File: src/pdh_pkg.sv
/*
  pdh_pkg: constants for the pin controlled power-down hold block.
  Assumes a single 100 MHz core clock; all times converted to cycles here.
*/
package pdh_pkg;

  // ==========================================================
  // widths
  localparam int PDH_IO_W = 64;
  localparam int PDH_IN_W = 4;
  localparam int PDH_CNT_W = 7;

  // ==========================================================
  // timing
  localparam int PDH_CLK_PERIOD_PS = 10000;
  // pin low to valid inputs, clocks, enables and outputs, longest time
  localparam int PDH_WAKE_TIME_NS = 1000;
  localparam int PDH_WAKE_RAW = (PDH_WAKE_TIME_NS * 1000) / PDH_CLK_PERIOD_PS;
  localparam int PDH_WAKE_CYC = (PDH_WAKE_RAW < 1) ? 1 : PDH_WAKE_RAW;
  localparam logic [PDH_CNT_W-1:0] PDH_WAKE_LAST =
    PDH_CNT_W'(PDH_WAKE_CYC - 1);

  // ==========================================================
  // reset values
  localparam logic [PDH_CNT_W-1:0] PDH_CNT_RST = 7'h00;
  localparam logic PDH_OE_N_RST = 1'h1;

  // ==========================================================
  // states, gray along run -> down -> wake
  typedef enum logic [1:0] {
    PDH_RUN = 2'h0,
    PDH_DOWN = 2'h1,
    PDH_WAKE = 2'h3
  } pdh_state_type;

endpackage : pdh_pkg

File: src/pdh_pin_power_down_hold.sv
/*
  pdh_pin_power_down_hold: power-down hold logic between the pins and the
  logic array. While the control pin is high and the option is built in,
  pin levels seen by the array, output data and output enables are frozen
  and the array is told to hold its state.
  Assumes all pins are synchronous to core_clk and that the enable input
  is a static build-time strap.
*/
`timescale 1ns/1ps
module pdh_pin_power_down_hold
  import pdh_pkg::*;
(
  // clock and reset
  input wire logic core_clk,
  input wire logic reset,
  // configuration strap and control pin
  input wire logic power_down_enable,
  input wire logic power_down_pin,
  // device pins
  input wire logic [PDH_IN_W-1:0] in_pin,
  input wire logic [PDH_IO_W-1:0] io_in,
  output logic [PDH_IO_W-1:0] io_out,
  output logic [PDH_IO_W-1:0] io_oe_n,
  // logic array side
  output logic [PDH_IN_W-1:0] array_in,
  output logic [PDH_IO_W-1:0] array_io_in,
  input wire logic [PDH_IO_W-1:0] array_out,
  input wire logic [PDH_IO_W-1:0] array_oe_n,
  output logic array_freeze,
  output logic pd_pin_to_array,
  // macrocell of the control pin
  input wire logic pd_mc_fb_in,
  output logic pd_mc_fb_out,
  // status
  output logic power_down_active
);

  // ==========================================================
  // control
  pdh_state_type state;
  pdh_state_type next_state;
  logic [PDH_CNT_W-1:0] wake_cnt;
  logic pd_req;
  logic capture;

  // without the option the pin never requests power-down
  assign pd_req = power_down_enable & power_down_pin;
  // blocking starts at the very edge the pin is seen high
  assign capture = (state == PDH_RUN) && !pd_req;

  always_comb
  begin
    next_state = state;
    case (state)
      PDH_RUN:
      begin
        if (pd_req)
        begin
          next_state = PDH_DOWN;
        end
      end
      PDH_DOWN:
      begin
        if (!pd_req)
        begin
          next_state = PDH_WAKE;
        end
      end
      PDH_WAKE:
      begin
        if (pd_req)
        begin
          next_state = PDH_DOWN;
        end
        else if (wake_cnt == PDH_WAKE_LAST)
        begin
          next_state = PDH_RUN;
        end
      end
      default:
      begin
        next_state = PDH_RUN;
      end
    endcase
  end

  always_ff @(posedge core_clk or posedge reset)
  begin
    if (reset)
    begin
      state <= PDH_RUN;
    end
    else
    begin
      state <= next_state;
    end
  end

  // wake counter: outputs stay frozen until the wake time has passed
  always_ff @(posedge core_clk or posedge reset)
  begin
    if (reset)
    begin
      wake_cnt <= PDH_CNT_RST;
    end
    else if (state == PDH_WAKE && !pd_req)
    begin
      wake_cnt <= wake_cnt + 7'h01;
    end
    else
    begin
      wake_cnt <= PDH_CNT_RST;
    end
  end

  always_ff @(posedge core_clk or posedge reset)
  begin
    if (reset)
    begin
      array_freeze <= 1'h0;
      power_down_active <= 1'h0;
    end
    else
    begin
      // array registers hold while frozen; released with the outputs
      array_freeze <= (next_state != PDH_RUN);
      power_down_active <= (next_state == PDH_DOWN);
    end
  end

  // ==========================================================
  // pin side hold latches
  // these keep the last valid pin level, so a floating or changing pin
  // cannot reach the array while powered down
  pdh_hold_reg #(.WIDTH(PDH_IN_W), .RST_VAL('0)) u_in_hold
  (
    .core_clk(core_clk),
    .reset(reset),
    .capture(capture),
    .d(in_pin),
    .q(array_in)
  );

  pdh_hold_reg #(.WIDTH(PDH_IO_W), .RST_VAL('0)) u_io_hold
  (
    .core_clk(core_clk),
    .reset(reset),
    .capture(capture),
    .d(io_in),
    .q(array_io_in)
  );

  // ==========================================================
  // output hold: data and enables frozen together so a pin that was
  // released at entry cannot start driving
  pdh_hold_reg #(.WIDTH(PDH_IO_W), .RST_VAL('0)) u_out_hold
  (
    .core_clk(core_clk),
    .reset(reset),
    .capture(capture),
    .d(array_out),
    .q(io_out)
  );

  pdh_hold_reg #(.WIDTH(PDH_IO_W), .RST_VAL({PDH_IO_W{PDH_OE_N_RST}}))
    u_oe_hold
  (
    .core_clk(core_clk),
    .reset(reset),
    .capture(capture),
    .d(array_oe_n),
    .q(io_oe_n)
  );

  // ==========================================================
  // control pin macrocell
  always_ff @(posedge core_clk or posedge reset)
  begin
    if (reset)
    begin
      pd_pin_to_array <= 1'h0;
      pd_mc_fb_out <= 1'h0;
    end
    else
    begin
      // reserved pin reads as zero in the array when the option is on
      pd_pin_to_array <= power_down_enable ? 1'h0 : power_down_pin;
      // buried feedback keeps running, it is internal to the array
      pd_mc_fb_out <= pd_mc_fb_in;
    end
  end

  // ==========================================================
  // checks
  AST_ENTER: assert property (@(posedge core_clk) disable iff (reset)
    (state == PDH_RUN && power_down_enable && power_down_pin)
      |=> (state == PDH_DOWN && array_freeze && power_down_active))
    else $error("power-down not entered on pin high");

  AST_HOLD_OUT: assert property (@(posedge core_clk) disable iff (reset)
    (state == PDH_DOWN) [*2] |-> $stable(io_out))
    else $error("output data changed during power-down");

  AST_HOLD_OE: assert property (@(posedge core_clk) disable iff (reset)
    !capture |=> (io_oe_n == $past(io_oe_n)))
    else $error("output enable changed during power-down");

  AST_BLOCK_IN: assert property (@(posedge core_clk) disable iff (reset)
    !capture |=> ($stable(array_in) && $stable(array_io_in)))
    else $error("input reached the array during power-down");

  AST_KEEP: assert property (@(posedge core_clk) disable iff (reset)
    (capture ##1 !capture) |-> (array_io_in == $past(io_in)))
    else $error("hold latch lost the last pin level");

  AST_STATIC: assert property (@(posedge core_clk) disable iff (reset)
    (!power_down_enable && state == PDH_RUN)
      |=> (state == PDH_RUN && !array_freeze))
    else $error("pin acted without the option");

  AST_NO_ARRAY: assert property (@(posedge core_clk) disable iff (reset)
    power_down_enable |=> !pd_pin_to_array)
    else $error("reserved pin fed the array");

  AST_MC_FB: assert property (@(posedge core_clk) disable iff (reset)
    (state == PDH_DOWN) |=> (pd_mc_fb_out == $past(pd_mc_fb_in)))
    else $error("control pin macrocell feedback stalled");

  // cycles spent waking, counted apart from the wake counter above;
  // a pin that rises again mid-wake sends the state back to DOWN,
  // which restarts this count
  logic [PDH_CNT_W-1:0] wake_len;

  always_ff @(posedge core_clk or posedge reset)
  begin
    if (reset)
    begin
      wake_len <= PDH_CNT_RST;
    end
    else if (state == PDH_WAKE)
    begin
      wake_len <= wake_len + 7'h01;
    end
    else
    begin
      wake_len <= PDH_CNT_RST;
    end
  end

  AST_WAKE: assert property (@(posedge core_clk) disable iff (reset)
    (state == PDH_WAKE && wake_len == PDH_WAKE_LAST && !pd_req)
      |=> (state == PDH_RUN && !array_freeze))
    else $error("sampling did not resume after the wake time");

  AST_WAKE_EARLY: assert property (@(posedge core_clk) disable iff (reset)
    (state == PDH_WAKE && wake_len != PDH_WAKE_LAST)
      |=> (state != PDH_RUN && array_freeze))
    else $error("sampling resumed before the wake time");

endmodule : pdh_pin_power_down_hold

File: src/pdh_hold_reg.sv
/*
  pdh_hold_reg: a word that follows its input while capture is high
  and holds its last value otherwise.
  Assumes synchronous inputs and an asynchronous active-high reset.
*/
`timescale 1ns/1ps
module pdh_hold_reg #(
  parameter int WIDTH = 1,
  parameter logic [WIDTH-1:0] RST_VAL = '0
) (
  // clock and reset
  input wire logic core_clk,
  input wire logic reset,
  // data
  input wire logic capture,
  input wire logic [WIDTH-1:0] d,
  output logic [WIDTH-1:0] q
);

  always_ff @(posedge core_clk or posedge reset)
  begin
    if (reset)
    begin
      q <= RST_VAL;
    end
    else if (capture)
    begin
      q <= d;
    end
  end

endmodule : pdh_hold_reg

File: config.mk
export PLATFORM = sky130hd
export DESIGN_NAME = pdh_pin_power_down_hold
export DESIGN_NICKNAME = d
export VERILOG_FILES = /design/src/pdh_pkg.sv /design/src/pdh_pin_power_down_hold.sv /design/src/pdh_hold_reg.sv
export SDC_FILE = /design/constraint.sdc
export NUM_CORES = 1
export LEC_CHECK = 0
export ABC_AREA = 1
export BUFFER_PORTS_ARGS = -buffer_cell sky130_fd_sc_hd__buf_2
export CORE_AREA = 5 5 152 154
export CTS_CLUSTER_DIAMETER = 40
export CTS_CLUSTER_SIZE = 28
export DETAILED_ROUTE_END_ITERATION = 10
export DIE_AREA = 0 0 157 159
export PLACE_DENSITY = 0.68
export SYNTH_ARGS = -nofsm -noshare
export SYNTH_HDL_FRONTEND = slang
export SYNTH_HIERARCHICAL = 1
export SYNTH_SLANG_ARGS = --single-unit
File: constraint.sdc
create_clock -name core_clk -period 2.86 [get_ports core_clk]
set_clock_uncertainty 0.1 [all_clocks]
set_input_delay 0.143 -clock core_clk [delete_from_list [all_inputs] [get_ports core_clk]]
set_output_delay 0.143 -clock core_clk [all_outputs]
set_load 0.005 [all_outputs]
Word-level counts from Yosys, hierarchy flattened
Index checks and enable logic that the tools add are counted.
{ "totals": {"regBits": 209, "word_cells": 28} }
{ "classes": {"addsub": 1, "n_eq_ne": 4, "mux": 7, "bitwise": 1, "reduce_logical": 5} }
{ "ops": {"columns": ["cell", "count"], "rows": [
  ["$mux 2", 4],
  ["$add 7x1->7 const B", 1],
  ["$eq 7x7->1 const B", 1],
  ["$mux 7", 1],
  ["$pmux 2 s3", 1],
  ["$eq 2x1->1 const B", 2],
  ["$eq 2x2->1 const B", 1],
  ["$logic_and 1x1->1", 2],
  ["$logic_not 2->1", 1],
  ["$reduce_bool 2->1", 1],
  ["$and 1x1->1", 1],
  ["$logic_not 1->1", 1],
  ["$mux 1", 1]
]} }

Longest topological paths before layout
{ "logic_depth": {"ltp_word": 5, "depth_mapped": 7} }

By module
Netlist, hierarchy kept.
{ "by_module_without_submodules": {"columns": ["mod", "n_inst", "cells_per_inst", "area_each_um2", "seq_area_each_um2"], "rows": [
  ["pdh_hold_reg at u_io_hold ...", 2, 271, 2449.8, 1601.5],
  ["pdh_hold_reg at u_oe_hold", 1, 271, 2529.9, 1681.6],
  ["pdh_pin_power_down_hold", 1, 61, 549.3, 325.3],
  ["pdh_hold_reg at u_in_hold", 1, 18, 152.6, 100.1]
]} }

Worst setup path before layout
No wires, ideal clock.
{ "synth_path": {"kind": "reg2reg", "from": "reg state[1]", "to": "reg u_io_hold.q[0]", "setup_time_ns": 0.065, "arrival_ns": 1.234, "t_required_ns": 2.695, "setup_slack_ns": 1.461, "path_stages_with_launch": 8, "n_path_buf": 2, "synth_period_minus_slack_ns": 1.399, "cell_sequence": "dfrtp_1 -> nor2_1 -> nand2_1 -> inv_1 -> buf_4 -> clkbuf_8 -> nand2_1 -> nand2_1"} }
{ "synth_via": {"elab_chain_len": 2} }
{ "synth_lines": {"columns": ["item", "line", "rtl"], "rows": [
  ["start, declared", "pdh_pin_power_down_hold.sv:40", "pdh_state_type state;"],
  ["start signal, assigned", "pdh_pin_power_down_hold.sv:95", "state <= next_state;"],
  ["$logic_not 2->1", "pdh_pin_power_down_hold.sv:49", "assign capture = (state == PDH_RUN) && !pd_req;"],
  ["$logic_and 1x1->1", "pdh_pin_power_down_hold.sv:49", null],
  ["via capture", "pdh_pin_power_down_hold.sv:44", "logic capture;"],
  ["end signal, assigned", "pdh_hold_reg.sv:24", "q <= RST_VAL;"],
  ["end signal, assigned", "pdh_hold_reg.sv:28", "q <= d;"],
  ["end, declared", "pdh_hold_reg.sv:17", "output logic [WIDTH-1:0] q"]
]} }
The timed path passes the listed nets, and every way through them passes these cells.
A chain may end at the register's enable or synchronous reset.

Final worst setup path
{ "layout_path": {"from": "reg state[0]", "to": "reg u_oe_hold.q[22]"} }
{ "layout_via": {"elab_chain_len": 2} }
{ "layout_lines": {"columns": ["item", "line"], "rows": [
  ["$logic_not 2->1", "pdh_pin_power_down_hold.sv:49"],
  ["$logic_and 1x1->1", "pdh_pin_power_down_hold.sv:49"],
  ["via capture", "pdh_pin_power_down_hold.sv:44"],
  ["end signal, assigned", "pdh_hold_reg.sv:24"],
  ["end signal, assigned", "pdh_hold_reg.sv:28"],
  ["end, declared", "pdh_hold_reg.sv:17"]
]} }
The timed path passes the listed nets, and every way through them passes these cells.

==> results.cfg <==
[routing]
ant_nets = 0
avgRoutedWirePerCell_um = 16.1
drc = 0
drtPass1Iterations = 5
wirelength_mm = 29.2
drtIter0Drc = 591
via_count = 8389
viasPerCell = 4.64

[synth]
synth-adder-area-share_pct = 0.154
ys_ff_latch = 209
muxShareOfSynthArea_pct = 0
synth_top_family_by_area = simple AND/OR/NAND/NOR gates
netlist_instances = 892
synth_xor_area_share_pct = 0.108
synth_ff_type = dfrtp_1
synthDistinctLibCells = 19
synth_area_mm2 = 0.00813
synth_top_cell_by_area = dfrtp_1
synth-simple-area-share_pct = 28.9
synth_top_area_share_pct = 44.6
yosys_warnings = 6
synth-edff-count = 0
yosys-top-cells-count = nand2_1, dfrtp_1, dfstp_2
syn_nets = 1094
syn_area_per_cell_um2 = 9.12
synthTopCellsByArea = dfrtp_1, nand2_1, dfstp_2, clkbuf_8, buf_2
synthArstFlopShare_pct = 100
yosysMostFrequentCell = nand2_1
synth_seq_area_share_pct = 65.3
synth-compound-area-share_pct = 0.308

[timing]
max_freq_mhz = 541
slew_headroom_pct = 47.3
holdWs_ps = 39.4
hold_violations = 0
worst_pin_slew_ps = 790
rsz0062_at_grt = no
setup_violations = 0
fin_crit_ps = 1850
slew_viol_final = 0
period_share_pct = 64.6
setup_tns_ps = 0

[cells_and_area]
multi_input_area_mm2 = 0.00240
drive_gt1_share_pct = 35.8
fin_area_mm2 = 0.0133
nets = 1701
syn2layout_area_growth_pct = 64.1
fill_cells = 1657
seq_area_mm2 = 0.00531

[placement]
port_buffers = 400
gp_congestion = 0.894
hpwl_mm = 17.8
post_dp_cell_area_mm2 = 0.0102

[setup_path]
end_kind = flop
crit_type = reg -> reg
reg2reg_slack_ps = 1010
crit-reg2reg-launch = state[0]
path_buf_inv = 2
worst-path-stages = 6
cp_max_fo = 77
cp.required_ps = 3240
crit_family = buffers and inverters
r2r_end = u_oe_hold/q[22]
max_stage_delay_ps = 600
cp-start-kind = flop
cp_slowest_cell = buf_4
critPathArrivalTime_ps = 2220
cp_common_cell = nand2_1
reg2reg_depth = 6
crit_chain = nor2_1, nand2_1, inv_6, buf_4, nand2_1, nand2_1
startpoint = state[0]
endpoint = u_oe_hold/q[22]

[clock_network]
clk_path_buf_depth = 3
cts_tree = yes
clk_pin_slew_worst_paths_ps = 60
cts_sinks = 209
cts_root_buf = clkbuf_16
htreeDepth = 1
clk_latency_ps = 540
cts_buffers = 31

[job]
max-cap-violations = 0

[pwr]
power_leakage_nw = 7.77
vdd_drop_max_mv = 0.382
power_density_mw_per_mm2 = 544

[outcome]
status = completed

[global_route]
overflow = 0
antenna_found_initial = 3
grt_first_pass_wirelength_mm = 45.6
grt_pass1_vias = 8900
grt_use_total_pct = 22.4
grt_max_degree = 78

[die]
die_area_mm2 = 0.0250
num_rows = 54
die_h_um = 159
die_x_um = 157
core-area_mm2 = 0.0216
ios = 401
start_util_pct = 37.7

[hold_path]
min_path_type = in -> async
## final cells by class
type / count / area share, %
flip-flops and latches: 209 / 39.8
repair buffers: 613 / 30.9
multi-input cells: 627 / 18.0
clock buffers: 37 / 6.61
well taps: 280 / 2.62
clock inverters: 21 / 1.52
inverters: 17 / 0.516
diodes: 3 / 0.0562
## how the worst min path moves through the flow
stage                          end  cells past startpoint
floorplan           u_in_hold/q[0]                      1
global placement    u_in_hold/q[3]                      2
detailed placement  u_in_hold/q[3]                      2
CTS                 u_in_hold/q[3]                      3
global route        u_in_hold/q[3]                      3
finish              u_in_hold/q[3]                      3
## tightest hold or removal path, stage by stage
cell and delay [ps]:
dlygate4sd3_1 550, buf_2 180, inv_1 150
## placed cells by master, fill, tap and decap left out, types with 2 or more instances in the layout
cell type / synthesis / layout
buf_12: 0 / 2
clkbuf_16: 0 / 34
clkbuf_8: 18 / 2
nand3_1: 3 / 3
buf_2: 18 / 400
nand2_1: 599 / 599
inv_6: 0 / 7
buf_4: 3 / 10
dfrtp_1: 145 / 145
inv_2: 5 / 8
clkinv_4: 0 / 5
diode_2: 0 / 3
o21ai_0: 2 / 2
clkinvlp_4: 0 / 3
nor2_2: 2 / 2
nor2_1: 11 / 11
a21oi_1: 3 / 3
inv_8: 0 / 2
dlygate4sd3_1: 0 / 201
dfstp_2: 64 / 64
inv_1: 12 / 8
nand2_2: 2 / 2
## per-layer routing
metal	vias up	share of wire, %	track usage, %
met1	3926	36	25.6
met3	118	8.4	5.16
met2	449	50	38.6
met5	-	0	0
li1	3896	-	-
met4	0	5.3	11.9
## through the flow
stage / power [mW] / util, % / setup WS [ps] / instances
global route: 7.52 / 61.9 / 894 / 1807
detailed placement: 3.27 / 47.5 / 1080 / 1545
floorplan: 3.09 / - / 1020 / 892
CTS: 7.32 / 61.9 / 1040 / 1804
global placement: 3.27 / 47.5 / 1070 / 1545
finish: 7.26 / 61.9 / 1010 / 1807
## state kept, by name, indices dropped and copies added, names as in the netlist
signal	flops
power_down_active	1
u_out_hold/q	64
state	2
pd_mc_fb_out	1
u_io_hold/q	64
wake_cnt	7
array_freeze	1
pd_pin_to_array	1
u_oe_hold/q	64
u_in_hold/q	4
## power breakdown
group | switching [mW] | internal [mW]
clock network | 1.47 | 2.34
registers | 0.00630 | 2.97
logic | 0.178 | 0.292
## kinds of logic (layout without fill, tap and decap cells)
logic type,count (synthesis),count (layout)
compound gates,5,5
xor+xnor,1,1
fa+ha+maj,1,1
buf+inv,56,688
flops,209,209
other cells,0,3
simple gates,620,620
## timing repair
| item | in CTS | in global routing |
|---|---|---|
| setup buffers | 0 | 0 |
| hold endpoints to repair | 283 | 0 |
| resized for setup | 0 | 0 |
| hold buffers | 201 | 0 |
No activity file was read; power rests on OpenSTA's default activity.
